[src/shared/timer_pkg.sv]
// constants, codes and types for the 8-bit compare timer
// assumes one 50 MHz clock; all configuration arrives as plain ports
package timer_pkg;
  localparam int        CNT_W       = 8;
  localparam int        PRE_W       = 10;
  localparam logic [7:0] BOTTOM     = 8'h00;
  localparam logic [7:0] MAX        = 8'hFF;
  localparam logic [7:0] CNT_RESET  = 8'h00;
  localparam logic [7:0] CMP_RESET  = 8'h00;
  // waveform mode field codes
  localparam logic [2:0] MODE_NORMAL  = 3'h0;
  localparam logic [2:0] MODE_PC_MAX  = 3'h1;
  localparam logic [2:0] MODE_CTC     = 3'h2;
  localparam logic [2:0] MODE_FAST_MAX = 3'h3;
  localparam logic [2:0] MODE_PC_A    = 3'h5;
  localparam logic [2:0] MODE_FAST_A  = 3'h7;
  // clock select field codes
  localparam logic [2:0] CS_STOP  = 3'h0;
  localparam logic [2:0] CS_DIV1  = 3'h1;
  localparam logic [2:0] CS_DIV8  = 3'h2;
  localparam logic [2:0] CS_DIV32 = 3'h3;
  localparam logic [2:0] CS_DIV64 = 3'h4;
  localparam logic [2:0] CS_DIV128 = 3'h5;
  localparam logic [2:0] CS_DIV256 = 3'h6;
  localparam logic [2:0] CS_DIV1024 = 3'h7;
  // compare output mode codes
  localparam logic [1:0] COM_OFF    = 2'h0;
  localparam logic [1:0] COM_TOGGLE = 2'h1;
  localparam logic [1:0] COM_CLEAR  = 2'h2;
  localparam logic [1:0] COM_SET    = 2'h3;
  // flag register bit positions
  localparam int FLAG_OVF   = 0;
  localparam int FLAG_CMP_A = 1;
  localparam int FLAG_CMP_B = 2;
  localparam logic [2:0] FLAG_RESET = 3'h0;
  typedef enum logic {DIR_UP, DIR_DOWN} dir_t;
endpackage : timer_pkg

[src/logic/async_timer_counter_8bit.sv]
// 8-bit timer/counter with two compare channels and waveform outputs
// assumes all inputs except crystal_pin_in synchronous to ref_clk; crystal_pin_in is sampled and edge detected
`timescale 1ns/1ps
module async_timer_counter_8bit #(
  parameter int W = 8
) (
  // clock and reset
  input  wire logic         ref_clk,
  input  wire logic         rst_b,
  // configuration
  input  wire logic         timer_power_reduction,
  input  wire logic         async_clock_select,
  input  wire logic [2:0]   clock_select_field,
  input  wire logic [2:0]   waveform_mode_field,
  input  wire logic [1:0]   compare_output_mode_a,
  input  wire logic [1:0]   compare_output_mode_b,
  // crystal pins
  input  wire logic         crystal_pin_in,
  output logic              crystal_pin_out,
  // counter access
  input  wire logic         counter_wr_en,
  input  wire logic [W-1:0] counter_wr_data,
  output logic [W-1:0]      counter_value,
  // compare register access
  input  wire logic         compare_a_wr_en,
  input  wire logic         compare_b_wr_en,
  input  wire logic [W-1:0] compare_wr_data,
  output logic [W-1:0]      compare_value_a,
  output logic [W-1:0]      compare_value_b,
  // force strobes
  input  wire logic         force_compare_strobe_a,
  input  wire logic         force_compare_strobe_b,
  // flags, masks, requests
  input  wire logic         flag_wr_en,
  input  wire logic [2:0]   flag_wr_data,
  input  wire logic [2:0]   irq_ack,
  input  wire logic [2:0]   interrupt_mask_register,
  output logic [2:0]        interrupt_flag_register,
  output logic [2:0]        irq_req,
  // waveform and pins
  input  wire logic         port_data_a,
  input  wire logic         port_dir_a,
  input  wire logic         port_data_b,
  input  wire logic         port_dir_b,
  output logic              waveform_out_a,
  output logic              waveform_out_b,
  output logic              pin_a_out,
  output logic              pin_a_oe_b,
  output logic              pin_b_out,
  output logic              pin_b_oe_b
);

  function automatic logic [1:0] out_action(input logic [1:0] com, input logic cur);
    // returns {change, new level} for a non-pwm match
    unique case (com)
      timer_pkg::COM_OFF:    out_action = 2'h0;
      timer_pkg::COM_TOGGLE: out_action = {1'b1, ~cur};
      timer_pkg::COM_CLEAR:  out_action = 2'h2;
      timer_pkg::COM_SET:    out_action = 2'h3;
    endcase
  endfunction : out_action

  function automatic logic tap_hit(input logic [2:0] cs, input logic [9:0] pre);
    unique case (cs)
      timer_pkg::CS_STOP:    tap_hit = 1'b0;
      timer_pkg::CS_DIV1:    tap_hit = 1'b1;
      timer_pkg::CS_DIV8:    tap_hit = &pre[2:0];
      timer_pkg::CS_DIV32:   tap_hit = &pre[4:0];
      timer_pkg::CS_DIV64:   tap_hit = &pre[5:0];
      timer_pkg::CS_DIV128:  tap_hit = &pre[6:0];
      timer_pkg::CS_DIV256:  tap_hit = &pre[7:0];
      timer_pkg::CS_DIV1024: tap_hit = &pre[9:0];
    endcase
  endfunction : tap_hit

  // crystal sampling: first stage feeds only the second
  logic xtal_s1;
  logic xtal_s2;
  logic xtal_s3;
  logic [timer_pkg::PRE_W-1:0] prescale;
  logic [W-1:0] active_a;
  logic [W-1:0] active_b;
  logic [W-1:0] buffer_a;
  logic [W-1:0] buffer_b;
  logic         block;
  timer_pkg::dir_t dir;

  wire enabled   = ~timer_power_reduction;
  wire src_pulse = async_clock_select ? (xtal_s2 & ~xtal_s3) : 1'b1;
  wire tick      = enabled & src_pulse & tap_hit(clock_select_field, prescale);
  wire cnt_wr    = enabled & counter_wr_en;

  wire mode_fast = (waveform_mode_field == timer_pkg::MODE_FAST_MAX) |
                   (waveform_mode_field == timer_pkg::MODE_FAST_A);
  wire mode_pc   = (waveform_mode_field == timer_pkg::MODE_PC_MAX) |
                   (waveform_mode_field == timer_pkg::MODE_PC_A);
  wire mode_ctc  = waveform_mode_field == timer_pkg::MODE_CTC;
  wire pwm       = mode_fast | mode_pc;
  wire top_is_a  = (waveform_mode_field == timer_pkg::MODE_FAST_A) |
                   (waveform_mode_field == timer_pkg::MODE_PC_A);
  wire [W-1:0] top_val = top_is_a ? active_a : timer_pkg::MAX;
  wire at_top    = counter_value == top_val;
  wire at_bottom = counter_value == timer_pkg::BOTTOM;

  wire hit_a = tick & ~block & (counter_value == active_a);
  wire hit_b = tick & ~block & (counter_value == active_b);

  // counter next value
  logic [W-1:0] next_count;
  timer_pkg::dir_t next_dir;
  logic         ovf_set;
  always_comb begin
    next_count = counter_value + W'(1);
    next_dir   = dir;
    ovf_set    = 1'b0;
    if (mode_pc) begin
      if (dir == timer_pkg::DIR_UP && at_top) begin
        next_dir   = timer_pkg::DIR_DOWN;
        next_count = counter_value - W'(1);
      end else if (dir == timer_pkg::DIR_DOWN && at_bottom) begin
        next_dir   = timer_pkg::DIR_UP;
        ovf_set    = 1'b1;
      end else if (dir == timer_pkg::DIR_DOWN) begin
        next_count = counter_value - W'(1);
      end
    end else if (mode_fast) begin
      if (at_top) begin
        next_count = timer_pkg::BOTTOM;
        ovf_set    = 1'b1;
      end
    end else if (mode_ctc && counter_value == active_a) begin
      next_count = timer_pkg::BOTTOM;
      ovf_set    = counter_value == timer_pkg::MAX;
    end else begin
      ovf_set    = counter_value == timer_pkg::MAX;
    end
  end

  always_ff @(posedge ref_clk or negedge rst_b) begin
    if (!rst_b) begin
      xtal_s1 <= 1'b0;
      xtal_s2 <= 1'b0;
      xtal_s3 <= 1'b0;
      crystal_pin_out <= 1'b1;
    end else begin
      xtal_s1 <= crystal_pin_in;
      xtal_s2 <= xtal_s1;
      xtal_s3 <= xtal_s2;
      crystal_pin_out <= ~xtal_s2;
    end
  end

  always_ff @(posedge ref_clk or negedge rst_b) begin
    if (!rst_b) begin
      prescale <= '0;
    end else if (enabled && src_pulse) begin
      prescale <= prescale + timer_pkg::PRE_W'(1);
    end
  end

  always_ff @(posedge ref_clk or negedge rst_b) begin
    if (!rst_b) begin
      counter_value <= timer_pkg::CNT_RESET;
      dir           <= timer_pkg::DIR_UP;
    end else if (cnt_wr) begin
      counter_value <= counter_wr_data;
    end else if (tick) begin
      counter_value <= next_count;
      dir           <= mode_pc ? next_dir : timer_pkg::DIR_UP;
    end
  end

  // a write arms the block until the next timer tick has passed
  always_ff @(posedge ref_clk or negedge rst_b) begin
    if (!rst_b) begin
      block <= 1'b0;
    end else if (cnt_wr) begin
      block <= 1'b1;
    end else if (tick) begin
      block <= 1'b0;
    end
  end

  // buffer update at top for both pwm kinds: end of slope / turnaround
  wire load_active = tick & pwm & at_top & (!mode_pc || dir == timer_pkg::DIR_UP);
  always_ff @(posedge ref_clk or negedge rst_b) begin
    if (!rst_b) begin
      buffer_a <= timer_pkg::CMP_RESET;
      buffer_b <= timer_pkg::CMP_RESET;
      active_a <= timer_pkg::CMP_RESET;
      active_b <= timer_pkg::CMP_RESET;
    end else begin
      if (enabled && compare_a_wr_en) buffer_a <= compare_wr_data;
      if (enabled && compare_b_wr_en) buffer_b <= compare_wr_data;
      if (!pwm && enabled && compare_a_wr_en) begin
        active_a <= compare_wr_data;
      end else if (!pwm || load_active) begin
        active_a <= buffer_a;
      end
      if (!pwm && enabled && compare_b_wr_en) begin
        active_b <= compare_wr_data;
      end else if (!pwm || load_active) begin
        active_b <= buffer_b;
      end
    end
  end
  assign compare_value_a = pwm ? buffer_a : active_a;
  assign compare_value_b = pwm ? buffer_b : active_b;

  // waveform generator, output mode read live every cycle
  logic next_wave_a;
  logic next_wave_b;
  function automatic logic wave_next(input logic [1:0] com, input logic cur, input logic hit,
                                     input logic frc, input logic pwm_m, input logic fast,
                                     input logic wrap, input logic up, input logic chan_a,
                                     input logic top_a);
    logic [1:0] act;
    act = out_action(com, cur);
    wave_next = cur;
    if (!pwm_m) begin
      if ((hit || frc) && act[1]) wave_next = act[0];
    end else if (com == timer_pkg::COM_TOGGLE) begin
      if (hit && chan_a && top_a) wave_next = ~cur;
    end else if (com != timer_pkg::COM_OFF) begin
      if (fast && hit) wave_next = com[0];
      else if (fast && wrap) wave_next = ~com[0];
      else if (hit) wave_next = up ? com[0] : ~com[0];
    end
  endfunction : wave_next

  wire wrap = tick & mode_fast & at_top;
  wire up   = dir == timer_pkg::DIR_UP;
  assign next_wave_a = wave_next(compare_output_mode_a, waveform_out_a, hit_a,
                                 force_compare_strobe_a & enabled, pwm, mode_fast, wrap, up,
                                 1'b1, top_is_a);
  assign next_wave_b = wave_next(compare_output_mode_b, waveform_out_b, hit_b,
                                 force_compare_strobe_b & enabled, pwm, mode_fast, wrap, up,
                                 1'b0, top_is_a);

  always_ff @(posedge ref_clk or negedge rst_b) begin
    if (!rst_b) begin
      waveform_out_a <= 1'b0;
      waveform_out_b <= 1'b0;
    end else begin
      waveform_out_a <= next_wave_a;
      waveform_out_b <= next_wave_b;
    end
  end

  // port override and pin direction
  assign pin_a_out  = (compare_output_mode_a != timer_pkg::COM_OFF) ? waveform_out_a
                                                                    : port_data_a;
  assign pin_b_out  = (compare_output_mode_b != timer_pkg::COM_OFF) ? waveform_out_b
                                                                    : port_data_b;
  assign pin_a_oe_b = ~port_dir_a;
  assign pin_b_oe_b = ~port_dir_b;

  // flags: hardware set wins over any clear in the same cycle
  wire [2:0] flag_set = {hit_b, hit_a, tick & ovf_set & ~cnt_wr};
  wire [2:0] flag_clr = irq_ack | (flag_wr_en ? flag_wr_data : 3'h0);
  logic [2:0] next_flags;
  assign next_flags = flag_set | (interrupt_flag_register & ~flag_clr);
  always_ff @(posedge ref_clk or negedge rst_b) begin
    if (!rst_b) begin
      interrupt_flag_register <= timer_pkg::FLAG_RESET;
    end else begin
      interrupt_flag_register <= next_flags;
    end
  end
  assign irq_req = interrupt_flag_register & interrupt_mask_register;

  // checks
  a_write_wins: assert property (@(posedge ref_clk) disable iff (!rst_b)
    cnt_wr |=> counter_value == $past(counter_wr_data))
    else $error("counter write did not prevail");
  a_stop_holds: assert property (@(posedge ref_clk) disable iff (!rst_b)
    (clock_select_field == timer_pkg::CS_STOP && !counter_wr_en) |=> $stable(counter_value))
    else $error("counter moved while stopped");
  a_power_off: assert property (@(posedge ref_clk) disable iff (!rst_b)
    timer_power_reduction |=> $stable(counter_value) && !$rose(interrupt_flag_register[0]))
    else $error("timer active while powered down");
  a_match_flag_a: assert property (@(posedge ref_clk) disable iff (!rst_b)
    hit_a |=> interrupt_flag_register[timer_pkg::FLAG_CMP_A])
    else $error("compare A flag not set after match");
  a_block_next: assert property (@(posedge ref_clk) disable iff (!rst_b)
    cnt_wr ##1 (tick && !cnt_wr) |=> !$rose(interrupt_flag_register[timer_pkg::FLAG_CMP_A])
      && !$rose(interrupt_flag_register[timer_pkg::FLAG_CMP_B]))
    else $error("match not blocked after counter write");
  a_block_tick: assert property (@(posedge ref_clk) disable iff (!rst_b)
    (block && tick && !cnt_wr) |=> !$rose(interrupt_flag_register[timer_pkg::FLAG_CMP_A])
      && !$rose(interrupt_flag_register[timer_pkg::FLAG_CMP_B]))
    else $error("match seen in blocked tick");
  a_ctc_clear: assert property (@(posedge ref_clk) disable iff (!rst_b)
    (mode_ctc && tick && !cnt_wr && counter_value == active_a) |=> counter_value == 8'h00)
    else $error("ctc did not clear on compare A");
  a_normal_wrap: assert property (@(posedge ref_clk) disable iff (!rst_b)
    (waveform_mode_field == timer_pkg::MODE_NORMAL && tick && !cnt_wr && counter_value == 8'hFF)
    |=> counter_value == 8'h00 && interrupt_flag_register[timer_pkg::FLAG_OVF])
    else $error("normal mode wrap or overflow wrong");
  a_clear_one: assert property (@(posedge ref_clk) disable iff (!rst_b)
    (flag_wr_en && flag_wr_data[timer_pkg::FLAG_CMP_B] && !hit_b)
    |=> !interrupt_flag_register[timer_pkg::FLAG_CMP_B])
    else $error("write one did not clear flag");
  a_zero_keeps: assert property (@(posedge ref_clk) disable iff (!rst_b)
    (flag_wr_en && !flag_wr_data[timer_pkg::FLAG_CMP_A] && !irq_ack[timer_pkg::FLAG_CMP_A]
     && interrupt_flag_register[timer_pkg::FLAG_CMP_A])
    |=> interrupt_flag_register[timer_pkg::FLAG_CMP_A])
    else $error("write zero disturbed flag");
  a_force_noflag: assert property (@(posedge ref_clk) disable iff (!rst_b)
    (force_compare_strobe_a && !hit_a && !pwm && !interrupt_flag_register[timer_pkg::FLAG_CMP_A])
    |=> !interrupt_flag_register[timer_pkg::FLAG_CMP_A])
    else $error("force strobe set a flag");
  a_irq_gate: assert property (@(posedge ref_clk) disable iff (!rst_b)
    irq_req == (interrupt_flag_register & interrupt_mask_register))
    else $error("interrupt request not gated by mask");

  c_ctc_wrap:  cover property (@(posedge ref_clk) disable iff (!rst_b)
    mode_ctc && hit_a ##1 counter_value == 8'h00);
  c_fast_wrap: cover property (@(posedge ref_clk) disable iff (!rst_b) wrap);
  c_pc_turn:   cover property (@(posedge ref_clk) disable iff (!rst_b)
    mode_pc && tick && dir == timer_pkg::DIR_DOWN && at_bottom);
  c_blocked:   cover property (@(posedge ref_clk) disable iff (!rst_b)
    block && tick && counter_value == active_a);

endmodule : async_timer_counter_8bit

[config.mk]
export PLATFORM = sky130hd
export DESIGN_NAME = async_timer_counter_8bit
export DESIGN_NICKNAME = d
export VERILOG_FILES = /design/src/shared/timer_pkg.sv /design/src/logic/async_timer_counter_8bit.sv
export SDC_FILE = /design/constraint.sdc
export NUM_CORES = 1
export LEC_CHECK = 0
export ABC_AREA = 1
export BUFFER_PORTS_ARGS = -buffer_cell sky130_fd_sc_hd__buf_2
export CORE_MARGIN = 8
export CORE_UTILIZATION = 31
export CTS_BUF_LIST = sky130_fd_sc_hd__clkbuf_4
export DETAILED_ROUTE_END_ITERATION = 6
export GPL_ROUTABILITY_DRIVEN = 0
export PLACE_DENSITY = 0.52
export SLEW_MARGIN = 20
export SYNTH_ARGS = -nofsm -noshare
export SYNTH_HDL_FRONTEND = slang
export SYNTH_SLANG_ARGS = --single-unit
[constraint.sdc]
create_clock -name ref_clk -period 2.08 [get_ports ref_clk]
set_clock_uncertainty 0.15 [all_clocks]
set_input_delay 0.104 -clock ref_clk [delete_from_list [all_inputs] [get_ports ref_clk]]
set_output_delay 0.104 -clock ref_clk [all_outputs]
set_load 0.01 [all_outputs]
Word-level counts from Yosys, hierarchy flattened
Cells that the tools add are included.
- logic and storage cells: 175
- flip-flop bits (word level): 61
- output and inout bits: 37
- reductions and logical operators: 41
- equal/unequal tests: 29
- bitwise gates (word level): 37
- $add $sub $neg: 3
- multiplexer cells: 50
- operator list (cell ; number):
    two-way mux 8 bit ; 16
    two-way mux 1 bit ; 30
    == test 8 bit ; 3
    == test 3 bit, second input constant ; 6
    AND 1 bit ; 16
    one-hot mux 2 bit (4 select lines) ; 2
    logical AND 1 bit ; 15
    nonzero test 2 bit ; 7
    == test 3 x 2 -> 1 bit, second input constant ; 4
    NOT 1 bit ; 12
    adder 10 x 1 -> 10 bit, second input constant ; 1
    AND reduction 10 bit ; 1
    adder 8 x 1 -> 8 bit, second input constant ; 1
    == test 2 bit, second input constant ; 4
    == test 8 bit, second input constant ; 1
    zero test 8 bit ; 1
    one-hot mux 1 bit (8 select lines) ; 1
    AND reduction 4 bit ; 2
    AND reduction 8 bit ; 1
    subtractor 8 x 1 -> 8 bit, second input constant ; 1
    AND reduction 7 bit ; 1
    AND 3 bit ; 2
    == test 3 x 1 -> 1 bit, second input constant ; 2
    inequality test 3 x 1 -> 1 bit, second input constant ; 2
    other kinds (17) ; 28

Logic depth before layout (Yosys ltp)
Gate-level depths: netlist of run 1.
- word-level depth: 13
- mapped depth: 18
- gate-level depth less buffers: 18

Worst setup path after synthesis of run 1
Ideal clock, no wire load.
- kind: register -> register
- start point: register prescale[0] in the netlist's numbering
- end point: register counter_value[4]
- cell stages (with the launch flop): 16
- clock period less this slack: 2172 ps
- slack: -92 ps
- arrival time: 1957 ps
- data required time: 1865 ps
- setup time: 65 ps
- cell sequence: dfrtp_1 > ha_1 > nand3_1 > inv_1 > ha_1 > o21ai_0 > nand3_1 > nand2_1 > inv_1 > nand2_1 > inv_1 > nor2_1 > inv_1 > o21ai_0 > inv_1 > nand2_1
- longest elaborated chain between the ends: 4
- elaborated cells on any way between the ends: 9
- classes of those cells: 1 x mux; 1 x bitwise; 7 x reduce/logical
- RTL lines (what ; line ; RTL):
    start: declaration ; async_timer_counter_8bit.sv:80 ; logic [timer_pkg::PRE_W-1:0] prescale;
    start signal: assignment ; async_timer_counter_8bit.sv:157 ; prescale <= prescale + timer_pkg::PRE_W'(1);
    AND reduction 10 bit (tied with other cells) ; async_timer_counter_8bit.sv:72 ; timer_pkg::CS_DIV1024: tap_hit = &pre[9:0];
    one-hot mux 1 bit (8 select lines) (*) ; async_timer_counter_8bit.sv:64 ; unique case (cs)
    AND 1 bit (*) ; async_timer_counter_8bit.sv:90 ; wire tick = enabled & src_pulse & tap_hit(clock_select_field, prescale);
    nonzero test 2 bit (no line) (*) ; n/a ;
    end signal: assignment ; async_timer_counter_8bit.sv:163 ; counter_value <= timer_pkg::CNT_RESET;
    end signal: assignment ; async_timer_counter_8bit.sv:166 ; counter_value <= counter_wr_data;
    end signal: assignment ; async_timer_counter_8bit.sv:168 ; counter_value <= next_count;
    end: declaration ; async_timer_counter_8bit.sv:23 ; output logic [W-1:0] counter_value,
Mark *: on every way between the ends. The rest lies on a longest branch, timed or not.
A chain may end at the register's enable or synchronous reset.

Worst setup path after layout of run 1
- start point: register prescale[0] in the netlist's numbering
- end point: register active_b[0]
- longest elaborated chain between the ends: 8
- elaborated cells on any way between the ends: 13
- classes of those cells: 1 x mux; 4 x bitwise; 8 x reduce/logical
- RTL lines (what ; line ; RTL):
    AND reduction 10 bit (tied with other cells) ; async_timer_counter_8bit.sv:72 ;
    one-hot mux 1 bit (8 select lines) (*) ; async_timer_counter_8bit.sv:64 ;
    AND 1 bit (*) ; async_timer_counter_8bit.sv:90 ;
    AND 1 bit (*) (3 in a row) ; async_timer_counter_8bit.sv:185 ; wire load_active = tick & pwm & at_top & (!mode_pc || dir == timer_pkg::DIR_UP);
    logical OR 1 bit (*) ; async_timer_counter_8bit.sv:202 ; end else if (!pwm || load_active) begin
    nonzero test 2 bit (no line) (*) ; n/a ;
    end signal: assignment ; async_timer_counter_8bit.sv:191 ; active_b <= timer_pkg::CMP_RESET;
    end signal: assignment ; async_timer_counter_8bit.sv:201 ; active_b <= compare_wr_data;
    end signal: assignment ; async_timer_counter_8bit.sv:203 ; active_b <= buffer_b;
    end: declaration ; async_timer_counter_8bit.sv:82 ; logic [W-1:0] active_b;
Marked as above.

==> results.cfg, run 1 <==
[status]
status = complete, but fails checks
violations = negative setup slack

[clock_network]
cts_buffers = 9
insertion_delay_ns = 0.45
cts-htree-levels = 3
clock_sinks = 61
cts_tree = done
cts-root-buf = clkbuf_4
clockBufferDepth = 2
clk_pin_slew_ns = 0.10

[timing]
worstMarginPinSlew_ns = 0.584
drv_slew = 0
slew_headroom_pct = 61.1
fin_crit_sh_pct = 106
fmax_mhz = 453
grt_setup_unrepaired = true
setup_viol_count_final = 20
fin_ws_ns = -0.125
timing.final.crit_period_ns = 2.21
fin_worst_hold_slack_ns = 0.0321
hold_violations = 0
tns_ns = -1.12

[finish]
stdcell_count = 935
num-nets-final = 813
area_delta_synth_final_pct = 44.2
final_cell_mix = 185 x nand2_1, 86 x buf_2, 61 x inv_1
n_antenna_cell = 0
nFillCells = 1325
drive_gt1_share_pct = 29.8
utilization_pct = 45.8
final_common_cell = nand2_1

[critical_path]
crit_path_end = active_b[0]
worstRegToRegCells = 16
timing.rr.start = prescale[0]
r2r-end = active_b[0]
critPathCaptureType = flip-flop
startpoint = prescale[0]
r2r_setup_slack_ns = -0.13
cp.required_ns = 2.26
criticalPathCategory = reg2reg
crit_arrival_ns = 2.39
cp_max_fo = 5
startpoint_type = flip-flop

[routing]
drt_iter0_drc = 291
ant_nets = 0
drt-pass1-iter-count = 5
drt-total-wl_mm = 13.1
vias = 4406
vias_per_cell = 4.71
drc = 0
wl_per_cell_um = 14.1

[synth]
syn_inst = 579
yosys.area.top_type_share_pct = 37.5
syn_nets = 634
yosysWarnings = 0
syn-cell-area_um2 = 4010
synth.largest_area_cell = dfrtp_1
ys_types = 36
yosysSeqAreaShare_pct = 38.1
ys_top_cells_by_area = dfrtp_1 37%, nand2_1 18%, inv_1 6.6%
ys_ff_latch = 61
avgSynthCellArea_um2 = 6.92

[power]
vdd_drop_max_uv = 408
cellPowerDensity_nw_per_um2 = 703
power_leakage_nw = 2.97

[job]
maxCapViolCount = 0

[floorplan]
die_height_um = 130
num_rows = 41
die_w_um = 130
dieArea_um2 = 16800
core-area_um2 = 12600
initial_core_util_pct = 31.7
io_pins = 87

[global_routing]
grt-ovfl-total = 0
grt_pass1_wl_mm = 21.5
grtUsageTotal_pct = 16.4
grt_pass1_vias = 4362
grt_max_degree = 62
antenna_found_initial = 0

[placed_design]
io_buffer_count = 86
pre_cts_slack_ns = -0.375
dp.cells = 868
hpwl_mm = 9.46

[hold_path]
holdCritPathClass = in2async
## cells by family (layout without fill, tap and decap cells)
| family | after synthesis | in the layout | synth area share [%] |
|---|---|---|---|
| adders and majority gates | 5 | 5 | 1.56 |
| and+or+nand+nor | 293 | 293 | 30.6 |
| DFF | 61 | 61 | 38.1 |
| xor gates and xnor gates | 17 | 17 | 3.72 |
| AOI/OAI and AO/OA | 109 | 112 | 16.1 |
| buffers and inverters | 94 | 275 | 9.93 |
## Yosys cell counts
library cell  count
a211oi_1          1
a21o_1            1
a21oi_1          11
a21oi_2           1
a21oi_4           2
a22o_1            1
a32o_1            1
buf_2             3
buf_4             9
buf_6             1
clkbuf_1          8
dfrtp_1          60
dfstp_2           1
ha_1              5
inv_1            70
inv_2             3
nand2_1         193
nand2_2           2
nand2_8           1
nand3_1          39
nand4_1          12
nor2_1           38
nor2_2            2
nor2_4            2
nor3_1            4
o2111ai_1         1
o211ai_1          6
o21ai_0          52
o21ai_1          17
o21ai_2           5
o21bai_1          1
o21bai_2          1
o22ai_1           7
o31ai_1           1
xnor2_1           4
xor2_1           13
## critical path: stages, from the launching register on
cell     delay [ns]
dfrtp_1        0.40
ha_2           0.21
nand3_2        0.08
inv_2          0.05
ha_4           0.15
o21ai_2        0.09
nand3_1        0.08
nand2_1        0.08
inv_2          0.04
nand2_4        0.10
inv_6          0.06
a21oi_4        0.15
buf_6          0.12
a21oi_4        0.04
buf_12         0.18
nand2_1        0.05
o21ai_1        0.07
## what timing repair did
item	in CTS	in global routing
gates cloned	3	0
pin swaps	12	21
endpoints found under the hold margin	114	0
resized for setup	33	35
setup endpoints to repair	28	29
hold buffers	37	0
buffers inserted	5	6
## metal layers
layer | wire [µm] | GRT usage, % | part of all wire (%)
met2 | 6260 | 26.5 | 48
met4 | 195 | 6.01 | 1.5
met3 | 721 | 4.44 | 5.5
met5 | 0 | 0 | 0
met1 | 5970 | 20.5 | 45
## worst min path at each step
| stage | start | end | slack [ns] |
|---|---|---|---|
| global placement | rst_b | buffer_b[1] | -0.004 |
| CTS | clock_select_field[2] | block | 0.02 |
| global route | rst_b | active_b[0] | 0.04 |
| finish | rst_b | buffer_b[3] | 0.03 |
| floorplan | rst_b | active_a[0] | -0.34 |
| detailed placement | rst_b | buffer_b[3] | 0.004 |
## power by group
| group | internal, mW | total, mW | switching [mW] |
|---|---|---|---|
| Clock | 0.366 | 0.834 | 0.468 |
| Sequential | 1.39 | 1.57 | 0.189 |
| Combinational | 0.765 | 1.65 | 0.890 |
## per-stage QoR
step / area [µm²] / power (mW)
5_1_grt: 5780 / 4.38
3_5_place_dp: 4930 / 3.03
3_3_place_gp: 4930 / 3.00
2_1_floorplan: 4010 / 2.39
6_report: 5780 / 4.06
4_1_cts: 5620 / 4.02
## registers in the layout, summed over array words and instances, names as in the netlist
register	flops
buffer_a	8
active_b	8
dir	1
crystal_pin_out	1
counter_value	8
interrupt_flag_register	3
waveform_out_a	1
xtal_s2	1
buffer_b	8
xtal_s3	1
prescale	10
block	1
waveform_out_b	1
xtal_s1	1
active_a	8
## area by class of cell
| cell class | count | area (µm²) | share of cell area [%] |
|---|---|---|---|
| clock buffer | 10 | 75.1 | 1.30 |
| timing repair buffer | 186 | 1330 | 23.1 |
| sequential | 61 | 1530 | 26.6 |
| clock inverter | 6 | 53.8 | 0.931 |
| inverter | 73 | 282 | 4.87 |
| multi-input combinational | 427 | 2280 | 39.5 |
| tap | 172 | 215 | 3.73 |
No activity file was read; power rests on OpenSTA's default activity.
==> run 2, diff against run 1 <==
CELL_PAD_IN_SITES_DETAIL_PLACEMENT = 1   (was unset)
CELL_PAD_IN_SITES_GLOBAL_PLACEMENT = 2   (was unset)
CORE_UTILIZATION = 28   (was 31)
PLACE_DENSITY = 0.79   (was 0.52)
==> results.cfg, run 2 (synthesized netlist as in run 1, its figures left out) <==
[clock_network]
insertion_delay_ns = 0.43
clock_sinks = 61
cts_tree = done
cts-root-buf = clkbuf_4
clk_pin_slew_ns = 0.11
cts_buffers = 9
clockBufferDepth = 2
cts-htree-levels = 3

[routing]
drc = 0
vias = 4598
ant_nets = 0
vias_per_cell = 4.77
wl_per_cell_um = 15.8
drt-pass1-iter-count = 4
drt_iter0_drc = 166
drt-total-wl_mm = 15.2

[power]
vdd_drop_max_uv = 393
p_sw_share_pct = 39.8
power_switching_mw = 1.64
power_leakage_nw = 3.08
clock_power_share_pct = 17.8
p_comb_share_pct = 43.7
p_int_mw = 2.49
cellPowerDensity_nw_per_um2 = 694
seqPwrFrac_pct = 38.5

[timing]
hold_violations = 0
setup_viol_count_final = 27
worstMarginPinSlew_ns = 0.570
slew_headroom_pct = 62.0
fin_crit_sh_pct = 106
timing.final.crit_period_ns = 2.21
fmax_mhz = 452
drv_slew = 0
grt_setup_unrepaired = true
fin_ws_ns = -0.131

[global_routing]
antenna_found_initial = 0
top_usage_layer = met2
grtUsageTotal_pct = 16.8
grt_pass1_wl_mm = 24.8
met3_usage_pct = 3.75
grt_max_degree = 62
use_met1_pct = 21.0
grtUsageMet2_pct = 28.2
grt-ovfl-total = 0
grt_pass1_vias = 4885

[finish]
regMostFlops = prescale
num-nets-final = 833
drive_gt1_share_pct = 33.8
final_common_cell = nand2_1
utilization_pct = 42.7
largest_reg_flops = 10
final_area_um2 = 5960
register_area_um2 = 1540
nFillCells = 1791
final_cell_mix = 180 x nand2_1, 86 x buf_2, 77 x buf_4
multiInputGateArea_um2 = 2340
n_antenna_cell = 0
area_delta_synth_final_pct = 48.7

[placed_design]
hpwl_mm = 11.1
io_buffer_count = 86
pre_cts_slack_ns = -0.470
placed_area_um2 = 5030

[critical_path]
cp_max_fo = 8
crit_chain = ha_2 -> nand3_2 -> inv_2 -> ha_4 -> o21ai_2 -> nand3_1 -> nand2_1 -> inv_2 -> nand2_4 -> inv_4 -> a21oi_4 -> buf_12 -> a21oi_4 -> o21ai_1
cp.required_ns = 2.29
crit_arrival_ns = 2.42
criticalPathCategory = reg2reg
startpoint_type = flip-flop
cpLargestDelayFamily = compound AO/OA/AOI/OAI gates
cp_num_buf_inv = 4
slowest_delay_ns = 0.41
critPathCaptureType = flip-flop
timing.rr.start = prescale[1]
startpoint = prescale[1]
slowest_stage = dfrtp_1

[floorplan]
io_pins = 87
dieArea_um2 = 18400
initial_core_util_pct = 28.7
core-area_um2 = 13900
die_w_um = 136
die_height_um = 136
num_rows = 43

[hold_path]
holdCritPathClass = in2async

[job]
maxCapViolCount = 0

[status]
status = complete, but fails checks
violations = negative setup slack
-- run 2: cell count changes in the layout (fill, tap and decap cells not counted), sizes merged --
cell      delta
bufinv       -1
buf         +20
clkbuf       +1
clkinvlp     +1
inv          -1
-- run 2: what timing repair did --
| item | CTS | global route |
|---|---|---|
| setup buffers | 11 | 8 |
| pin swaps | 19 | 29 |
| resized for setup | 43 | 39 |
| setup endpoints to repair | 30 | 29 |
| hold endpoints to repair | 114 | 0 |
| cloned | 3 | 0 |
| hold buffers | 37 | 0 |
-- run 2: final timing paths --
check	cells after the start	to	slack, ns
setup / recovery	14	active_b[6]	-0.13
setup reg to reg	14	active_b[6]	-0.13
min in group ref_clk	6	block	0.08
max in group asynchronous	3	crystal_pin_out	1.41
hold / removal	3	prescale[4]	0.06
hold reg to reg	0	xtal_s2	0.21
-- run 2: layout make-up --
class	count	area share, %
Tap cell	180	3.78
Inverter	73	4.77
Clock buffer	11	1.39
Multi-Input combinational cell	427	39.2
Sequential cell	61	25.8
Timing Repair Buffer	206	24.6
Clock inverter	5	0.462
-- run 2: layer usage --
layer	vias to the layer above	routed length, µm	share of wire, %
met1	2221	6930	46
met4	0	237	1.6
met2	76	7470	49
li1	2282	-	-
met5	-	0	0
met3	19	571	3.8
-- run 2: metrics by stage --
stage | TNS [ns] | cells | hold slack, ns | power, mW
2_1_floorplan | 0 | 579 | -0.342 | 2.39
3_3_place_gp | -5.38 | 888 | -0.0000518 | 3.07
3_5_place_dp | -9.66 | 888 | -0.000589 | 3.13
4_1_cts | -3.01 | 955 | 0.0526 | 4.06
5_1_grt | -5.36 | 963 | 0.0897 | 4.44
6_report | -2.28 | 963 | 0.0633 | 4.13
-- run 2: power groups by stage --
| stage | combinational, mW | sequential (mW) | clock, mW |
|---|---|---|---|
| 2_1_floorplan | 0.847 | 1.55 | 0 |
| 6_report | 1.81 | 1.59 | 0.734 |
| 3_5_place_dp | 1.53 | 1.59 | 0 |
| 3_3_place_gp | 1.49 | 1.58 | 0 |
| 5_1_grt | 2.02 | 1.62 | 0.805 |
| 4_1_cts | 1.71 | 1.58 | 0.771 |
-- run 2: worst min-delay path: stages --
cell	delay, ns
dlygate4sd3_1	0.53
buf_2	0.12
buf_12	0.30
==> run 3, diff against run 2 <==
MAX_ROUTING_LAYER = met4   (was unset)
==> results.cfg, run 3 (synthesized netlist as in run 1, its figures left out) <==
[status]
status = complete, but fails checks
violations = negative setup slack

[routing]
drt-pass1-iter-count = 4
drt_iter0_drc = 159
drc = 0
ant_nets = 0
wl_per_cell_um = 15.8
drt-total-wl_mm = 15.2
vias = 4586
vias_per_cell = 4.76

[critical_path]
timing.rr.start = prescale[1]
startpoint = prescale[1]
cp_max_fo = 8
startpoint_type = flip-flop
r2r-end = active_b[4]
crit_arrival_ns = 2.42
criticalPathCategory = reg2reg
crit_chain = ha_2 -> nand3_2 -> inv_2 -> ha_4 -> o21ai_2 -> nand3_1 -> nand2_1 -> inv_2 -> nand2_4 -> inv_4 -> a21oi_4 -> buf_12 -> a21oi_4 -> o21ai_1
r2r_setup_slack_ns = -0.13
crit_path_end = active_b[4]
worstRegToRegCells = 14
slowest_delay_ns = 0.41
slowest_stage = dfrtp_1
critPathCaptureType = flip-flop
cp.required_ns = 2.29

[timing]
fin_crit_sh_pct = 106
fmax_mhz = 453
slew_headroom_pct = 62.0
fin_ws_ns = -0.129
grt_setup_unrepaired = true
setup_viol_count_final = 27
hold_violations = 0
timing.final.crit_period_ns = 2.21
fin_worst_hold_slack_ns = 0.0619
drv_slew = 0
worstMarginPinSlew_ns = 0.570

[placed_design]
io_buffer_count = 86
hpwl_mm = 11.1
dp.cells = 888

[clock_network]
clock_sinks = 61
cts-root-buf = clkbuf_4
cts_tree = done
clockBufferDepth = 2
insertion_delay_ns = 0.43
cts-htree-levels = 3
clk_pin_slew_ns = 0.11
cts_buffers = 9

[finish]
final_cell_mix = 180 x nand2_1, 86 x buf_2, 77 x buf_4
drive_gt1_share_pct = 33.8
regMostFlops = prescale
stdcell_count = 963
area_delta_synth_final_pct = 48.7
n_antenna_cell = 0
nFillCells = 1791
largest_reg_flops = 10
final_common_cell = nand2_1
num-nets-final = 833

[global_routing]
grt_pass1_wl_mm = 24.8
grtUsageTotal_pct = 17.3
grt-ovfl-total = 0
grtUsageMet2_pct = 28.2
use_met1_pct = 21.2
grt_pass1_vias = 4891
antenna_found_initial = 0
top_usage_layer = met2
grt_max_degree = 62
met3_usage_pct = 3.34

[floorplan]
num_rows = 43
die_w_um = 136
core-area_um2 = 13900
dieArea_um2 = 18400
io_pins = 87
die_height_um = 136
initial_core_util_pct = 28.7

[power]
cellPowerDensity_nw_per_um2 = 694
power_leakage_nw = 3.08
power_mw = 4.13
vdd_drop_max_uv = 393

[job]
maxCapViolCount = 0

[hold_path]
holdCritPathClass = in2async
## run 3: cell counts in the layout (fill, tap and decap cells not counted)
Identical to the previous run, type by type.
## run 3: timing repair
| item | 4_1_cts | 5_1_grt |
|---|---|---|
| endpoints found under the hold margin | 114 | 0 |
| gates resized for setup | 43 | 39 |
| setup buffers | 11 | 8 |
| pin swaps | 19 | 29 |
| gates cloned | 3 | 0 |
| hold buffers | 37 | 0 |
| endpoints found under the setup margin | 30 | 29 |
## run 3: how the worst min path moves through the flow
stage | start | to | depth (start not counted)
finish | rst_b | prescale[4] | 3
floorplan | rst_b | active_a[0] | 0
CTS | rst_b | prescale[4] | 3
detailed placement | rst_b | prescale[7] | 2
global route | rst_b | prescale[4] | 3
global placement | rst_b | prescale[9] | 2
## run 3: per-stage QoR
stage | util [%] | TNS [ns] | cell area, µm² | setup WS [ns]
after detailed placement | 36.1 | -9.66 | 5030 | -0.470
final | 42.7 | -2.22 | 5960 | -0.129
after CTS | 41.4 | -3.01 | 5770 | -0.177
after global routing | 42.7 | -5.36 | 5960 | -0.242
after global placement | 36.1 | -5.38 | 5030 | -0.311
after floorplan | - | 0 | 4010 | 0.00151
## run 3: metal layers
metal,wire length (µm),share of wire [%],vias up
met1,7020,46,2210
met4,234,1.5,0
met3,479,3.1,20
met5,0,0,-
li1,-,-,2282
met2,7470,49,74
## run 3: layout make-up
cell class,instances,area (µm²),area share (%)
inverter,73,284,4.77
multi-input combinational,427,2340,39.2
clock buffer,11,82.6,1.39
clock inverter,5,27.5,0.462
tap,180,225,3.78
sequential,61,1540,25.8
timing repair buffer,206,1460,24.6
## run 3: critical path: cells and delay by family (launching register included)
kind / cells / cell delay [ns]
AO/OA/AOI/OAI: 4 / 0.60
adder cells (fa/ha/maj): 2 / 0.33
buffers and inverters: 4 / 0.31
flip-flops: 1 / 0.41
AND/OR/NAND/NOR: 4 / 0.34
## run 3: power breakdown
part	internal, mW	total, mW	leakage (nW)	switching, mW
clock network	0.262	0.737	0.0579	0.475
registers	1.39	1.59	0.754	0.204
logic	0.840	1.81	2.27	0.967
